File: src/hdl/nbc_map.vh
// constants for the nand bus host: op kinds, command codes, pin timing
`ifndef NBC_MAP_VH
`define NBC_MAP_VH

// ----------------------------------------------------------------------
// op kinds carried in bits [31:29] of a queued operation
// ----------------------------------------------------------------------
`define NBC_OP_CMD 3'h0
`define NBC_OP_ADDR5 3'h1
`define NBC_OP_ADDR1 3'h2
`define NBC_OP_WDATA 3'h3
`define NBC_OP_RDATA 3'h4
`define NBC_OP_WAITRDY 3'h5
`define NBC_OP_GUARD 3'h6

// ----------------------------------------------------------------------
// queued operation layout
// ----------------------------------------------------------------------
`define NBC_OPW 32
`define NBC_KIND_MSB 31
`define NBC_KIND_LSB 29
`define NBC_ARG_MSB 28
`define NBC_ADDR_CYCLES 3'h5

// ----------------------------------------------------------------------
// command codes sent on the low byte lines
// ----------------------------------------------------------------------
`define NBC_CMD_READ_SETUP 8'h00
`define NBC_CMD_READ_GO 8'h30
`define NBC_CMD_READ_COPYBACK 8'h35
`define NBC_CMD_CACHE_READ 8'h31
`define NBC_CMD_CACHE_EXIT 8'h34
`define NBC_CMD_PROG_SETUP 8'h80
`define NBC_CMD_PROG_GO 8'h10
`define NBC_CMD_CACHE_PROG 8'h15
`define NBC_CMD_COPYBACK_COL 8'h85
`define NBC_CMD_ERASE_SETUP 8'h60
`define NBC_CMD_ERASE_GO 8'hD0
`define NBC_CMD_RAND_OUT 8'h05
`define NBC_CMD_RAND_OUT_GO 8'hE0
`define NBC_CMD_READ_ID 8'h90
`define NBC_CMD_STATUS 8'h70
`define NBC_CMD_XSTATUS_LO 8'h72
`define NBC_CMD_XSTATUS_HI 8'h75
`define NBC_CMD_RESET 8'hFF

// ----------------------------------------------------------------------
// timing: clock rate and least times, in nanoseconds
// ----------------------------------------------------------------------
`define NBC_CLK_MHZ 10
`define NBC_T_STROBE_LOW_NS 100
`define NBC_T_STROBE_HIGH_NS 100
`define NBC_T_BUSY_ONSET_NS 200
`define NBC_RESET_GUARD 1'b0

`endif

File: src/hdl/nbc_fifo.v
// operation queue with registered read data and valid/ready on both sides
`timescale 1ns/1ps

module nbc_fifo #(
   parameter WIDTH = 32,
   parameter DEPTH = 8
) (
   // clock and reset
   input wire clk_sys_i,
   input wire reset_n_i,
   // filling side
   input wire in_valid_i,
   input wire [WIDTH-1:0] in_data_i,
   output wire in_ready_o,
   // draining side
   output wire out_valid_o,
   output wire [WIDTH-1:0] out_data_o,
   input wire out_ready_i
);

   localparam AW = (DEPTH > 1) ? $clog2(DEPTH) : 1;
   localparam [AW:0] DEPTH_C = DEPTH;
   localparam [AW:0] ONE_C = 1;

   reg [WIDTH-1:0] mem [0:DEPTH-1];
   reg [AW-1:0] wr_ptr_reg;
   reg [AW-1:0] rd_ptr_reg;
   reg [AW:0] count_reg;
   reg [AW:0] count_next;
   reg not_full_reg;
   reg out_valid_reg;
   reg [WIDTH-1:0] out_data_reg;

   wire push = in_valid_i & not_full_reg;
   // refill the output register whenever it is empty or being taken
   wire load = (count_reg != {(AW+1){1'b0}}) & (~out_valid_reg | out_ready_i);

   assign in_ready_o = not_full_reg;
   assign out_valid_o = out_valid_reg;
   assign out_data_o = out_data_reg;

   // occupancy of the memory, not counting the output register
   always @* begin
      count_next = count_reg;
      if (push & ~load) begin
         count_next = count_reg + ONE_C;
      end else if (load & ~push) begin
         count_next = count_reg - ONE_C;
      end
   end

   // storage has no reset; only pointers and flags need one
   always @(posedge clk_sys_i) begin
      if (push) begin
         mem[wr_ptr_reg] <= in_data_i;
      end
   end

   // pointers, full flag and output register
   always @(posedge clk_sys_i or negedge reset_n_i) begin
      if (!reset_n_i) begin
         wr_ptr_reg <= {AW{1'b0}};
         rd_ptr_reg <= {AW{1'b0}};
         count_reg <= {(AW+1){1'b0}};
         not_full_reg <= 1'b1;
         out_valid_reg <= 1'b0;
         out_data_reg <= {WIDTH{1'b0}};
      end else begin
         count_reg <= count_next;
         not_full_reg <= (count_next != DEPTH_C);
         if (push) begin
            wr_ptr_reg <= (wr_ptr_reg == DEPTH_C[AW-1:0] - 1'b1) ? {AW{1'b0}} : wr_ptr_reg + 1'b1;
         end
         if (load) begin
            out_data_reg <= mem[rd_ptr_reg];
            out_valid_reg <= 1'b1;
            rd_ptr_reg <= (rd_ptr_reg == DEPTH_C[AW-1:0] - 1'b1) ? {AW{1'b0}} : rd_ptr_reg + 1'b1;
         end else if (out_ready_i) begin
            out_valid_reg <= 1'b0;
         end
      end
   end

endmodule // nbc_fifo

File: src/hdl/nbc_host.v
// host controller that drives a nand flash over its strobe pins
//
// Behaviour
// x8 address: five byte cycles, A0..A28
// x16 address: five cycles, upper lines low
// use documented command byte pairs and singles
// copy-back 00h/35h then 85h/10h
// strobe pulses far longer than glitch limit
// command: CE low, CLE high, ALE low
// write guard high for program and erase
// command codes only on low byte lines
// always send five address cycles; ADDR1 ops send one
// address: CE low, ALE high, CLE low
// address bytes only on low lines
// data in: latches low, guard high
// read: toggle read strobe, WE high
// read returns array, status or id
// guard low blocks program and erase
// device samples guard continuously
// chip select high means standby
// optional select don't-care during latency
// each read strobe fall gives next data
// status mode holds after 70h
// busy device takes status/reset only
// wait ready before other commands
`timescale 1ns/1ps
`include "nbc_map.vh"

module nbc_host #(
   parameter BUS16 = 0,
   parameter FIFO_DEPTH = 8
) (
   // clock and reset
   input wire clk_sys_i,
   input wire reset_n_i,
   // user operation port
   input wire op_valid_i,
   input wire [2:0] op_kind_i,
   input wire [28:0] op_arg_i,
   output wire op_ready_o,
   // user results
   output reg [15:0] rd_data_o,
   output reg rd_valid_o,
   output reg refused_o,
   output reg busy_o,
   // flash pins
   output reg ce_n_o,
   output reg cle_o,
   output reg ale_o,
   output reg we_n_o,
   output reg read_strobe_n_o,
   output reg wp_n_o,
   output reg [15:0] io_o,
   output reg io_oe_o,
   input wire [15:0] io_i,
   input wire ready_busy_n_i
);

   // ----------------------------------------------------------------------
   // timing counts, least times rounded up to whole cycles
   // ----------------------------------------------------------------------
   localparam integer T_LOW_RAW = (`NBC_T_STROBE_LOW_NS * `NBC_CLK_MHZ + 999) / 1000;
   localparam integer T_HIGH_RAW = (`NBC_T_STROBE_HIGH_NS * `NBC_CLK_MHZ + 999) / 1000;
   localparam integer T_BUSY_RAW = (`NBC_T_BUSY_ONSET_NS * `NBC_CLK_MHZ + 999) / 1000;
   localparam [3:0] T_LOW_CYC = (T_LOW_RAW < 1) ? 4'h1 : T_LOW_RAW[3:0];
   localparam [3:0] T_HIGH_CYC = (T_HIGH_RAW < 1) ? 4'h1 : T_HIGH_RAW[3:0];
   localparam [3:0] T_BUSY_CYC = (T_BUSY_RAW < 1) ? 4'h1 : T_BUSY_RAW[3:0];

   // ----------------------------------------------------------------------
   // states
   // ----------------------------------------------------------------------
   localparam [2:0] ST_IDLE = 3'h0;
   localparam [2:0] ST_CHECK = 3'h1;
   localparam [2:0] ST_WAIT = 3'h2;
   localparam [2:0] ST_LOW = 3'h3;
   localparam [2:0] ST_HIGH = 3'h4;

   reg [2:0] state_reg;
   reg [3:0] tmr_reg;
   reg [2:0] cyc_reg;
   reg [`NBC_OPW-1:0] op_reg;
   reg rb_reg;

   wire f_valid;
   wire [`NBC_OPW-1:0] f_data;
   wire f_ready = (state_reg == ST_IDLE);
   wire [2:0] kind = op_reg[`NBC_KIND_MSB:`NBC_KIND_LSB];
   wire [28:0] arg = op_reg[`NBC_ARG_MSB:0];

   // ----------------------------------------------------------------------
   // helpers
   // ----------------------------------------------------------------------

   // one address byte per cycle for the chosen bus width
   function [7:0] addr_byte;
      input [28:0] a;
      input [2:0] cyc;
      input wide;
      begin
         addr_byte = 8'h00;
         if (!wide) begin
            case (cyc)
               3'h0: addr_byte = a[7:0];
               3'h1: addr_byte = {4'h0, a[11:8]};
               3'h2: addr_byte = a[19:12];
               3'h3: addr_byte = a[27:20];
               3'h4: addr_byte = {7'h00, a[28]};
               default: addr_byte = 8'h00;
            endcase
         end else begin
            case (cyc)
               3'h0: addr_byte = a[7:0];
               3'h1: addr_byte = {5'h00, a[10:8]};
               3'h2: addr_byte = a[18:11];
               3'h3: addr_byte = a[26:19];
               3'h4: addr_byte = {7'h00, a[27]};
               default: addr_byte = 8'h00;
            endcase
         end
      end
   endfunction

   // commands that start or feed a modify operation
   function is_modify;
      input [7:0] c;
      begin
         is_modify = (c == `NBC_CMD_PROG_SETUP) || (c == `NBC_CMD_PROG_GO) ||
            (c == `NBC_CMD_CACHE_PROG) || (c == `NBC_CMD_COPYBACK_COL) ||
            (c == `NBC_CMD_ERASE_SETUP) || (c == `NBC_CMD_ERASE_GO);
      end
   endfunction

   // commands a busy device still takes
   function busy_ok;
      input [7:0] c;
      begin
         busy_ok = (c == `NBC_CMD_STATUS) || (c == `NBC_CMD_RESET) ||
            ((c >= `NBC_CMD_XSTATUS_LO) && (c <= `NBC_CMD_XSTATUS_HI));
      end
   endfunction

   // word put on the data lines for the current bus cycle
   function [15:0] out_word;
      input [2:0] k;
      input [28:0] a;
      input [2:0] cyc;
      begin
         case (k)
            `NBC_OP_ADDR5: out_word = {8'h00, addr_byte(a, cyc, BUS16 != 0)};
            `NBC_OP_WDATA: out_word = (BUS16 != 0) ? a[15:0] : {8'h00, a[7:0]};
            default: out_word = {8'h00, a[7:0]};
         endcase
      end
   endfunction

   // ----------------------------------------------------------------------
   // operation queue; the engine only drains it while idle
   // ----------------------------------------------------------------------
   nbc_fifo #(
      .WIDTH(`NBC_OPW),
      .DEPTH(FIFO_DEPTH)
   ) u_queue (
      .clk_sys_i(clk_sys_i),
      .reset_n_i(reset_n_i),
      .in_valid_i(op_valid_i),
      .in_data_i({op_kind_i, op_arg_i}),
      .in_ready_o(op_ready_o),
      .out_valid_o(f_valid),
      .out_data_o(f_data),
      .out_ready_i(f_ready)
   );

   // ----------------------------------------------------------------------
   // bus engine
   // ----------------------------------------------------------------------

   // ready/busy is taken as synchronous; one register stage suffices
   always @(posedge clk_sys_i or negedge reset_n_i) begin
      if (!reset_n_i) begin
         rb_reg <= 1'b0;
      end else begin
         rb_reg <= ready_busy_n_i;
      end
   end

   // main sequencer: one strobe low phase, one high phase per bus cycle
   always @(posedge clk_sys_i or negedge reset_n_i) begin
      if (!reset_n_i) begin
         state_reg <= ST_IDLE;
         tmr_reg <= 4'h0;
         cyc_reg <= 3'h0;
         op_reg <= {`NBC_OPW{1'b0}};
         rd_data_o <= 16'h0000;
         rd_valid_o <= 1'b0;
         refused_o <= 1'b0;
         busy_o <= 1'b0;
         ce_n_o <= 1'b1;
         cle_o <= 1'b0;
         ale_o <= 1'b0;
         we_n_o <= 1'b1;
         read_strobe_n_o <= 1'b1;
         wp_n_o <= `NBC_RESET_GUARD; // protected until software opens it
         io_o <= 16'h0000;
         io_oe_o <= 1'b0;
      end else begin
         rd_valid_o <= 1'b0;
         refused_o <= 1'b0;
         case (state_reg)
            ST_IDLE: begin
               if (f_valid) begin
                  op_reg <= f_data;
                  ce_n_o <= 1'b0;
                  busy_o <= 1'b1;
                  cyc_reg <= 3'h0;
                  state_reg <= ST_CHECK;
               end else begin
                  ce_n_o <= 1'b1;
                  busy_o <= 1'b0;
               end
            end
            ST_CHECK: begin
               tmr_reg <= T_BUSY_CYC;
               if (kind == `NBC_OP_GUARD) begin
                  // guard only moves between bus cycles, never under a strobe
                  wp_n_o <= arg[0];
                  state_reg <= ST_IDLE;
               end else if (kind == `NBC_OP_WAITRDY) begin
                  state_reg <= ST_WAIT;
               end else if (!wp_n_o && ((kind == `NBC_OP_WDATA) ||
                     ((kind == `NBC_OP_CMD) && is_modify(arg[7:0])))) begin
                  refused_o <= 1'b1;
                  state_reg <= ST_IDLE;
               end else if ((kind == `NBC_OP_CMD) && !busy_ok(arg[7:0]) && !rb_reg) begin
                  state_reg <= ST_WAIT;
               end else begin
                  tmr_reg <= T_LOW_CYC - 4'h1;
                  io_o <= out_word(kind, arg, 3'h0);
                  state_reg <= ST_LOW;
                  if (kind == `NBC_OP_RDATA) begin
                     read_strobe_n_o <= 1'b0;
                  end else begin
                     we_n_o <= 1'b0;
                     io_oe_o <= 1'b1;
                     cle_o <= (kind == `NBC_OP_CMD);
                     ale_o <= (kind == `NBC_OP_ADDR5) || (kind == `NBC_OP_ADDR1);
                  end
               end
            end
            ST_WAIT: begin
               // give the device time to pull busy before trusting ready
               if (tmr_reg != 4'h0) begin
                  tmr_reg <= tmr_reg - 4'h1;
               end else if (rb_reg) begin
                  state_reg <= (kind == `NBC_OP_WAITRDY) ? ST_IDLE : ST_CHECK;
                  if (kind != `NBC_OP_WAITRDY) begin
                     op_reg[`NBC_KIND_MSB:`NBC_KIND_LSB] <= kind;
                  end
               end
            end
            ST_LOW: begin
               // strobe held low for whole cycles, far past any glitch filter
               if (tmr_reg != 4'h0) begin
                  tmr_reg <= tmr_reg - 4'h1;
               end else begin
                  tmr_reg <= T_HIGH_CYC - 4'h1;
                  state_reg <= ST_HIGH;
                  if (kind == `NBC_OP_RDATA) begin
                     // sampled just before the rise; data must be valid by then
                     rd_data_o <= (BUS16 != 0) ? io_i : {8'h00, io_i[7:0]};
                     rd_valid_o <= 1'b1;
                     read_strobe_n_o <= 1'b1;
                  end else begin
                     we_n_o <= 1'b1;
                  end
               end
            end
            ST_HIGH: begin
               // latches and data held through the high phase for hold time
               if (tmr_reg != 4'h0) begin
                  tmr_reg <= tmr_reg - 4'h1;
               end else if ((kind == `NBC_OP_ADDR5) && (cyc_reg != `NBC_ADDR_CYCLES - 3'h1)) begin
                  cyc_reg <= cyc_reg + 3'h1;
                  io_o <= out_word(kind, arg, cyc_reg + 3'h1);
                  we_n_o <= 1'b0;
                  tmr_reg <= T_LOW_CYC - 4'h1;
                  state_reg <= ST_LOW;
               end else begin
                  cle_o <= 1'b0;
                  ale_o <= 1'b0;
                  io_oe_o <= 1'b0;
                  io_o <= 16'h0000;
                  state_reg <= ST_IDLE;
               end
            end
            default: begin
               state_reg <= ST_IDLE;
            end
         endcase
      end
   end

endmodule // nbc_host

File: config.mk
export PLATFORM = sky130hd
export DESIGN_NAME = nbc_host
export DESIGN_NICKNAME = d
export VERILOG_FILES = /design/src/hdl/nbc_fifo.v /design/src/hdl/nbc_host.v
export VERILOG_INCLUDE_DIRS = /design/src /design/src/hdl
export SDC_FILE = /design/constraint.sdc
export NUM_CORES = 1
export LEC_CHECK = 0
export ABC_AREA = 1
export BUFFER_PORTS_ARGS = -buffer_cell sky130_fd_sc_hd__buf_2
export CAP_MARGIN = 20
export CORE_MARGIN = 2
export CORE_UTILIZATION = 35
export CTS_BUF_LIST = sky130_fd_sc_hd__clkbuf_4
export DETAILED_ROUTE_END_ITERATION = 10
export PLACE_DENSITY = 0.51
export SETUP_SLACK_MARGIN = 0.02
export SYNTH_ARGS = -nofsm -noshare
export SYNTH_HDL_FRONTEND = slang
export SYNTH_SLANG_ARGS = --single-unit
File: constraint.sdc
create_clock -name clk_sys_i -period 3.58 [get_ports clk_sys_i]
set_clock_uncertainty 0.15 [all_clocks]
set_input_delay 0 -clock clk_sys_i [delete_from_list [all_inputs] [get_ports clk_sys_i]]
set_output_delay 0 -clock clk_sys_i [all_outputs]
set_load 0.005 [all_outputs]
==> results.py, run 1 <==
metrics = {
    "logic_synthesis": {
        "synth_top_area_share_pct": 50.6,
        "yosysWarnings": 0,
        "ys_ff_latch": 369,
        "synthTopCellsByArea": "edfxtp_1, dfrtp_1, o21ai_0",
        "syn_inst": 1313,
        "synth_top_area_cell": "edfxtp_1",
        "synth_ff_type": "edfxtp_1",
        "avgSynthCellArea_um2": 11.6,
        "synth_area_mm2": 0.0152,
        "synthArstFlopShare_pct": 30.6,
        "seq_area_frac_synth_pct": 69.3,
        "synthDistinctLibCells": 42,
        "synth-edff-count": 256,
    },
    "layout": {
        "drive_above_1_share_pct": 19.4,
        "multi_input_comb_area_mm2": 0.00408,
        "area_delta_synth_final_pct": 21.2,
        "seqCellArea_mm2": 0.0105,
        "layout.nets": 1593,
        "fillCellCount": 4151,
        "largest_reg_flops": 256,
    },
    "clocking": {
        "cts_buffer_depth": 3,
        "htree_levels": 3,
        "cts_tree": "done",
        "insertion_delay_ns": 0.79,
        "cts-buffers-inserted": 98,
        "cts_root_buf": "clkbuf_4",
        "clock_sinks": 369,
        "cts_setup_buffers": 0,
        "path_clk_slew_ns": 0.06,
    },
    "sta": {
        "fin_crit_ns": 2.48,
        "fmax_mhz": 403,
        "final-max-slew-violation-count": 0,
        "grt_setup_unrepaired": "no",
        "finalCritPeriodShare_pct": 69.3,
        "setup_violations": 0,
        "hold_violations": 0,
        "worst_slack_ns": 1.10,
        "tns_ns": 0,
        "relSlewSlack_pct": 46.0,
        "worst_pin_slew_ns": 0.810,
    },
    "critical_path": {
        "cp_common_cell": "nand2_1",
        "max_stage_delay_ns": 0.60,
        "slowest_stage": "nor2_4",
        "crit_path_start_kind": "register",
        "endpoint_kind": "register",
        "critPathMaxFanout": 17,
        "crit_required_ns": 3.87,
        "path_class": "reg -> reg",
        "arrival_ns": 2.77,
        "crit_chain": "nand2_1 > inv_1 > nand2_1 > nor2_4 > buf_12",
    },
    "pwr": {
        "seqPwrFrac_pct": 40.0,
        "p_clk_share_pct": 24.4,
        "p_sw_share_pct": 38.3,
        "p_int_mw": 9.29,
        "p_per_area_mw_per_mm2": 818,
        "switching_power_mw": 5.77,
        "max-vdd-ir-drop_mv": 0.404,
        "share_comb_of_total_power_pct": 35.6,
        "p_leak_nw": 7.22,
    },
    "die": {
        "rows": 76,
        "die_h_um": 212,
        "io_pins": 95,
        "start_util_pct": 35.3,
        "coreArea_mm2": 0.0430,
        "die_w_um": 212,
        "die_area_mm2": 0.0451,
    },
    "detailed_routing": {
        "drt-pass1-iter-count": 5,
        "drtIter0Drc": 819,
        "avgViaCountPerCell": 4.77,
        "drtAntennaViolNets": 0,
        "drc": 0,
        "wl_per_cell_um": 16.9,
        "vias": 10400,
        "wl_um": 37000,
    },
    "job": {
        "drv_cap": 0,
    },
    "placed_design": {
        "dpl_worst_slack_ns": 1.03,
        "hpwl_um": 20200,
        "port-buffer-count": 70,
        "place_congestion": 0.781,
    },
    "grt": {
        "overflow": 0,
        "grt_max_degree": 130,
        "grt_pass1_vias": 10500,
        "grt_use_total_pct": 16.9,
        "grt_pass1_wl_um": 58500,
        "antenna_found_initial": 1,
    },
    "run_status": {
        "status": "complete, no violations",
    },
    "min_path": {
        "hp-class": "in -> async",
    },
}
-- worst max-delay path: cells and delay by family, from the launching register on --
kind                   cells  cell delay [ns]
DFF                        1             0.53
buffers and inverters      2             0.50
and+or+nand+nor            3             0.98
-- final timing paths --
| path | start | end | slack [ns] | depth (start not counted) |
|---|---|---|---|---|
| min in group clk_sys_i | ready_busy_n_i | rb_reg | 0.30 | 3 |
| setup reg to reg | u_queue.in_ready_o | u_queue.mem[3][6] | 1.10 | 5 |
| hold reg to reg | io_o[4] | io_o[4] | 0.31 | 2 |
| hold / removal | reset_n_i | we_n_o | 0.23 | 3 |
| setup / recovery | u_queue.in_ready_o | u_queue.mem[3][6] | 1.10 | 5 |
| max in group asynchronous | reset_n_i | u_queue.rd_ptr_reg[0] | 2.66 | 4 |
-- Yosys cell counts, types with 2 or more instances --
cell type / number
edfxtp_1: 256
nand2_1: 229
o21ai_0: 184
nor2_1: 162
dfrtp_1: 109
inv_1: 68
o221ai_1: 52
nand3_1: 49
clkbuf_1: 39
buf_4: 19
buf_2: 18
o21ai_1: 18
o211ai_1: 15
ha_1: 14
o22ai_1: 13
inv_2: 12
nand2_2: 5
nand2_4: 5
nand4_1: 5
nor2_4: 5
dfstp_2: 4
nor2_2: 4
a21oi_1: 3
nand3_2: 3
a22o_1: 2
clkbuf_2: 2
or2_2: 2
xnor2_1: 2
-- metal layers --
metal  global-route usage (%)  vias to the layer above  wire [um]
li1                         -                     5083          -
met5                        0                        -          0
met4                     6.41                        0        778
met3                     3.49                       63       1800
met2                     28.6                      251      18100
met1                     21.3                     5040      16400
-- stage by stage --
| step | hold WS, ns | std cells | power (mW) | util (%) | instance area, um^2 |
|---|---|---|---|---|---|
| 4_1_cts | 0.186 | 2185 | 15.2 | 42.7 | 18400 |
| 2_1_floorplan | -0.446 | 1328 | 9.64 | - | 15200 |
| 5_1_grt | 0.223 | 2187 | 16.3 | 42.8 | 18400 |
| 3_3_place_gp | -0.0382 | 1924 | 11.3 | 37.7 | 16200 |
| 6_report | 0.229 | 2187 | 15.1 | 42.8 | 18400 |
| 3_5_place_dp | -0.0354 | 1924 | 11.4 | 37.7 | 16200 |
-- power groups by stage --
stage                     Sequential (mW)  Combinational [mW]  Clock, mW
final                                6.03                5.36       3.67
after CTS                            6.03                5.41       3.81
after detailed placement             6.11                5.31          0
after floorplan                      6.02                3.62          0
after global placement               6.10                5.24          0
after global routing                 6.13                6.10       4.03
-- layout make-up --
type	count	share of cell area (%)
clock buffers	157	6.41
repair buffers	179	8.16
diodes	1	0.0136
well taps	585	3.98
multi-input cells	799	22.1
flip-flops and latches	369	57.2
clock inverters	17	0.462
inverters	80	1.64
-- cells by family after synthesis --
family          count (synthesis)  synth area share (%)
other cells                     1                0.0247
flops                         369                  69.3
buf+inv                       160                  4.64
simple gates                  473                  13.1
fa+ha+maj                      14                  1.15
compound gates                292                  11.5
xor+xnor                        4                 0.280
-- placed cells by master (no fill, tap or decap), types with 2 or more instances in the layout --
| master | n |
|---|---|
| dfstp_2 | 4 |
| ha_1 | 14 |
| dlygate4sd3_1 | 86 |
| or2_2 | 2 |
| buf_12 | 6 |
| buf_16 | 2 |
| dfrtp_1 | 107 |
| clkinv_4 | 3 |
| clkinv_1 | 12 |
| clkbuf_4 | 157 |
| inv_2 | 11 |
| nand2_1 | 229 |
| nor2_2 | 4 |
| clkinv_2 | 2 |
| edfxtp_1 | 256 |
| buf_4 | 16 |
| o21ai_0 | 184 |
| buf_2 | 69 |
| nor2_1 | 154 |
| a22o_1 | 2 |
| conb_1 | 16 |
| nand2_4 | 5 |
| o211ai_1 | 15 |
| o22ai_1 | 13 |
| nand3_1 | 49 |
| nor2_4 | 13 |
| inv_1 | 68 |
| xnor2_1 | 2 |
| a21oi_1 | 3 |
| nand3_2 | 3 |
| nand4_1 | 5 |
| nand2_2 | 5 |
| o221ai_1 | 52 |
| o21ai_1 | 18 |
-- what timing repair did --
item,4_1_cts,5_1_grt
hold endpoints to repair,412,0
resized for setup,0,0
hold buffers,87,0
Power figures use the tool's default switching activity.
==> run 2, diff against run 1 <==
ABC_AREA = 0   (was 1)
PLACE_DENSITY = 0.53   (was 0.51)
clock period = 2.1 ns   (was 3.58 ns; I/O delays follow)
==> results.py, run 2 <==
metrics = {
    "run_status": {
        "status": "finished with violations",
        "violations": "negative setup slack",
    },
    "clocking": {
        "clock_sinks": 369,
        "htree_levels": 3,
        "path_clk_slew_ns": 0.06,
        "cts-buffers-inserted": 95,
        "cts_root_buf": "clkbuf_4",
        "cts_tree": "done",
        "cts_buffer_depth": 3,
        "insertion_delay_ns": 0.75,
    },
    "detailed_routing": {
        "wl_per_cell_um": 18.6,
        "drtIter0Drc": 403,
        "avgViaCountPerCell": 4.79,
        "vias": 8700,
        "drc": 0,
        "drtAntennaViolNets": 0,
        "wl_um": 33700,
        "drt-pass1-iter-count": 4,
    },
    "sta": {
        "final-max-slew-violation-count": 0,
        "worst_slack_ns": -0.221,
        "setup_violations": 13,
        "grt_setup_unrepaired": "yes",
        "finalCritPeriodShare_pct": 111,
        "worst_pin_slew_ns": 0.641,
        "fin_crit_ns": 2.32,
        "hold_violations": 0,
        "relSlewSlack_pct": 57.3,
        "fmax_mhz": 431,
    },
    "die": {
        "die_w_um": 210,
        "die_h_um": 210,
        "start_util_pct": 35.5,
        "io_pins": 95,
        "rows": 75,
        "die_area_mm2": 0.0442,
        "coreArea_mm2": 0.0419,
    },
    "critical_path": {
        "path_delay_family": "simple AND/OR/NAND/NOR gates",
        "path_class": "reg -> reg",
        "endpoint_kind": "register",
        "max_stage_delay_ns": 0.52,
        "slowest_stage": "or4b_1",
        "critPathMaxFanout": 2,
        "crit_chain": "inv_2 > ha_4 > nor3b_4 > buf_4 > a21o_4 > maj3_2 > mux2_4 > or4b_1",
        "arrival_ns": 2.83,
        "crit_required_ns": 2.61,
        "critPathBufInv": 2,
        "crit_path_start_kind": "register",
    },
    "layout": {
        "drive_above_1_share_pct": 43.4,
        "layout.nets": 1272,
        "fillCellCount": 3679,
        "final_cell_mix": "edfxtp_1, clkbuf_4, dfrtp_1",
        "final_common_cell": "edfxtp_1",
        "finish.instance_area_mm2": 0.0196,
        "seqCellArea_mm2": 0.0105,
        "area_delta_synth_final_pct": 31.8,
        "final_cell_count_no_fill": 1816,
        "multi_input_comb_area_mm2": 0.00455,
        "largest_reg_flops": 256,
    },
    "grt": {
        "top_usage_layer": "met2",
        "grt_pass1_wl_um": 51700,
        "use_met3_pct": 3.43,
        "grt_max_degree": 114,
        "antenna_found_initial": 2,
        "use_met1_pct": 20.3,
        "met2_usage_pct": 24.8,
        "grt_use_total_pct": 15.4,
        "overflow": 0,
        "grt_pass1_vias": 9122,
    },
    "pwr": {
        "p_leak_nw": 7.52,
        "p_per_area_mw_per_mm2": 1380,
        "max-vdd-ir-drop_mv": 0.490,
    },
    "min_path": {
        "hp-class": "in -> reg",
    },
    "logic_synthesis": {
        "synthDistinctLibCells": 60,
        "synth_top_area_cell": "edfxtp_1",
        "synthTopCellsByArea": "edfxtp_1, dfrtp_1, mux4_2",
        "synth-edff-count": 256,
        "synth_ff_type": "edfxtp_1",
        "ys_ff_latch": 369,
        "yosysWarnings": 0,
        "synth_area_mm2": 0.0149,
        "seq_area_frac_synth_pct": 70.7,
        "synth_top_area_share_pct": 51.7,
        "avgSynthCellArea_um2": 17.3,
        "syn_inst": 858,
        "ys_top_cells_by_count": "edfxtp_1, dfrtp_1, nand2_1, mux4_2, mux2_2",
        "synthArstFlopShare_pct": 30.6,
        "synth.most_common_cell": "edfxtp_1",
    },
    "job": {
        "drv_cap": 0,
    },
    "placed_design": {
        "place_congestion": 0.813,
        "port-buffer-count": 70,
        "dp.cells": 1545,
        "postPlaceCellArea_mm2": 0.0170,
        "hpwl_um": 20000,
    },
}
run 2: area by class of cell:
type                            count  area share [%]
Clock buffer                      147            5.63
Tap cell                          539            3.44
Multi-Input combinational cell    435            23.2
Sequential cell                   369            53.7
Timing Repair Buffer              294            13.2
Antenna cell                        2          0.0255
Inverter                           11           0.211
Clock inverter                     19           0.555
run 2: final timing paths:
path | depth (start not counted) | endpoint | startpoint | slack (ns)
min in group asynchronous | 4 | u_queue.count_reg[0] | reset_n_i | 0.31
min | 5 | u_queue.count_reg[1] | op_valid_i | 0.16
max in group asynchronous | 4 | u_queue.rd_ptr_reg[2] | reset_n_i | 0.96
max reg2reg | 8 | u_queue.in_ready_o | u_queue.count_reg[0] | -0.22
min reg2reg | 2 | we_n_o | we_n_o | 0.33
max | 8 | u_queue.in_ready_o | u_queue.count_reg[0] | -0.22
run 2: cell families (layout without fill, tap and decap cells):
group | after synthesis | after routing | share of synthesized area, %
AO/OA/AOI/OAI | 100 | 100 | 4.35
adder cells (fa/ha/maj) | 16 | 16 | 1.32
AND/OR/NAND/NOR | 141 | 141 | 4.61
flip-flops | 369 | 369 | 70.7
buffers and inverters | 69 | 471 | 2.28
XOR/XNOR | 7 | 7 | 0.412
other | 1 | 18 | 0.0252
multiplexers | 155 | 155 | 16.3
run 2: worst reg2reg max path, stage by stage, from the launching register on:
cell and delay [ns]:
dfrtp_1 0.36, inv_2 0.06, ha_4 0.15, nor3b_4 0.14, buf_4 0.14, a21o_4 0.18, maj3_2 0.28, mux2_4 0.26
or4b_1 0.52
run 2: power by group:
part | switching (mW) | total [mW] | internal (mW)
clock network | 2.81 | 6.10 | 3.29
logic | 4.80 | 10.4 | 5.58
registers | 1.02 | 10.6 | 9.58
total | 8.63 | 27.1 | 18.4
run 2: metrics by stage:
step | hold slack (ns) | total power, mW | setup WS (ns) | setup TNS [ns] | util (%)
after CTS | 0.0905 | 27.0 | -0.240 | -1.48 | 46.0
after global routing | 0.132 | 28.8 | -0.293 | -3.03 | 46.7
after global placement | -0.0376 | 20.2 | -0.268 | -4.18 | 40.6
after detailed placement | -0.0365 | 20.3 | -0.311 | -3.82 | 40.6
after floorplan | -0.446 | 16.4 | -0.355 | -22.83 | -
final | 0.157 | 27.1 | -0.221 | -1.59 | 46.7
run 2: layer usage:
layer | share of wire, % | vias to the layer above
met5 | 0 | -
met4 | 2.5 | 0
met3 | 4.6 | 62
met1 | 45 | 4344
li1 | - | 4090
met2 | 48 | 204
run 2: timing repair:
item                                   4_1_cts  5_1_grt
hold buffers                                85        0
setup buffers                                9        6
endpoints found under the hold margin      514        0
setup endpoints to repair                   45       32
gates cloned                                 0        3
pin swaps                                   11        9
resized for setup                           34       42
==> run 3, diff against run 2 <==
ABC_AREA = 1   (was 0)
HOLD_SLACK_MARGIN = 0.05   (was not set)
==> results.py, run 3 (synthesis gave the netlist of run 1 again) <==
metrics = {
    "pwr": {
        "finalPower_mw": 26.1,
        "max-vdd-ir-drop_mv": 0.621,
        "p_per_area_mw_per_mm2": 1390,
        "p_leak_nw": 7.36,
    },
    "job": {
        "drv_cap": 0,
    },
    "min_path": {
        "hp-class": "in -> reg",
        "min_from": "ready_busy_n_i",
        "holdPathEnd": "rb_reg",
        "hold_depth": 3,
    },
    "layout": {
        "drive_above_1_share_pct": 21.0,
        "largest_reg_flops": 256,
        "layout.nets": 1613,
        "fillCellCount": 4096,
        "final_common_cell": "edfxtp_1",
        "final_cell_mix": "edfxtp_1, nand2_1, o21ai_0",
        "area_delta_synth_final_pct": 23.5,
    },
    "placed_design": {
        "place_congestion": 0.804,
        "port-buffer-count": 70,
        "hpwl_um": 21700,
    },
    "die": {
        "die_area_mm2": 0.0451,
        "rows": 76,
        "start_util_pct": 35.3,
        "io_pins": 95,
        "coreArea_mm2": 0.0430,
        "die_h_um": 212,
        "die_w_um": 212,
    },
    "critical_path": {
        "path_delay_family": "simple AND/OR/NAND/NOR gates",
        "max_stage_delay_ns": 0.54,
        "setup.worst_path.start": "u_queue.in_ready_o",
        "timing.rr.end": "u_queue.mem[0][16]",
        "crit_path_start_kind": "register",
        "slowest_stage": "dfstp_2",
        "critPathMaxFanout": 8,
        "endpoint_kind": "register",
        "crit_chain": "nand2_1 > or2_2 > nor2_4 > buf_4",
        "r2r-start": "u_queue.in_ready_o",
        "r2r_setup_slack_ns": 0.17,
        "arrival_ns": 2.24,
        "crit_required_ns": 2.41,
        "path_class": "reg -> reg",
        "reg2reg_depth": 4,
        "critPathBufInv": 1,
    },
    "clocking": {
        "cts-buffers-inserted": 96,
        "path_clk_slew_ns": 0.06,
        "cts_tree": "done",
        "insertion_delay_ns": 0.81,
        "cts_root_buf": "clkbuf_4",
        "clock_sinks": 369,
        "htree_levels": 3,
        "cts_buffer_depth": 3,
    },
    "grt": {
        "antenna_found_initial": 3,
        "grt_use_total_pct": 16.8,
        "grt_pass1_vias": 10500,
        "grt_pass1_wl_um": 58000,
        "grt_max_degree": 114,
        "overflow": 0,
    },
    "detailed_routing": {
        "drt-pass1-iter-count": 5,
        "wl_per_cell_um": 16.8,
        "maxUsedRoutingLayer": "met4",
        "met1_length_um": 17200,
        "dr_wl_met2_um": 17300,
        "drtIter0Drc": 755,
        "drc": 0,
        "drtAntennaViolNets": 0,
        "avgViaCountPerCell": 4.81,
        "vias": 10600,
        "wl_um": 37000,
        "met3RoutedLength_um": 1880,
    },
    "sta": {
        "fmax_mhz": 519,
        "worst_hold_slack_ns": 0.282,
        "hold_violations": 0,
        "finalCritPeriodShare_pct": 91.8,
        "grt_setup_unrepaired": "no",
        "fin_crit_ns": 1.93,
        "worst_pin_slew_ns": 0.657,
        "relSlewSlack_pct": 56.2,
        "setup_violations": 0,
        "final-max-slew-violation-count": 0,
    },
    "run_status": {
        "status": "complete, no violations",
    },
}
[run 3: tightest hold or removal path: stages]
cell	delay [ns]
dlygate4sd3_1	0.53
buf_2	0.09
dlygate4sd3_1	0.53
[run 3: layout make-up]
type,instances,area [um^2],area share (%)
Clock buffer,153,1150,6.13
Timing Repair Buffer,201,1860,9.90
Inverter,80,302,1.61
Multi-Input combinational cell,799,4100,21.9
Tap cell,585,732,3.90
Clock inverter,14,72.6,0.387
Antenna cell,3,7.51,0.0401
Sequential cell,369,10500,56.2
[run 3: how the worst max path moves through the flow]
stage	end	cells past startpoint	slack (ns)
after floorplan	u_queue.mem[0][0]	3	-0.22
after global placement	cyc_reg[1]	10	0.11
after detailed placement	cyc_reg[0]	10	0.01
after CTS	cyc_reg[0]	10	0.04
after global routing	u_queue.out_data_o[23]	8	0.03
final	u_queue.mem[0][16]	4	0.17
[run 3: metrics by stage]
stage	instance area (um^2)	setup TNS [ns]	utilization, %	worst slack, ns	std cells
finish	18700	0	43.6	0.172	2204
global route	18700	0	43.6	0.0296	2204
CTS	18700	0	43.5	0.0351	2198
detailed placement	16600	0	38.6	0.0143	1945
global placement	16600	0	38.6	0.112	1945
floorplan	15300	-27.94	-	-0.218	1328
[run 3: per-layer routing]
| metal | vias up | track usage [%] |
|---|---|---|
| li1 | 5135 | - |
| met1 | 5145 | 22.6 |
| met2 | 265 | 26.5 |
| met3 | 53 | 4.39 |
| met4 | 0 | 5.33 |
| met5 | - | 0 |
[run 3: where the power goes]
part	switching, mW	total (mW)	internal (mW)
combinational	6.40	9.72	3.32
sequential	0.771	10.3	9.56
clock	2.81	6.10	3.28
total	9.98	26.1	16.2
[run 3: what timing repair did]
item	4_1_cts	5_1_grt
hold endpoints to repair	642	0
endpoints found under the setup margin	2	17
hold buffers	86	0
setup buffers	0	3
pin swaps	0	1
gates resized for setup	1	11
cloned	0	0
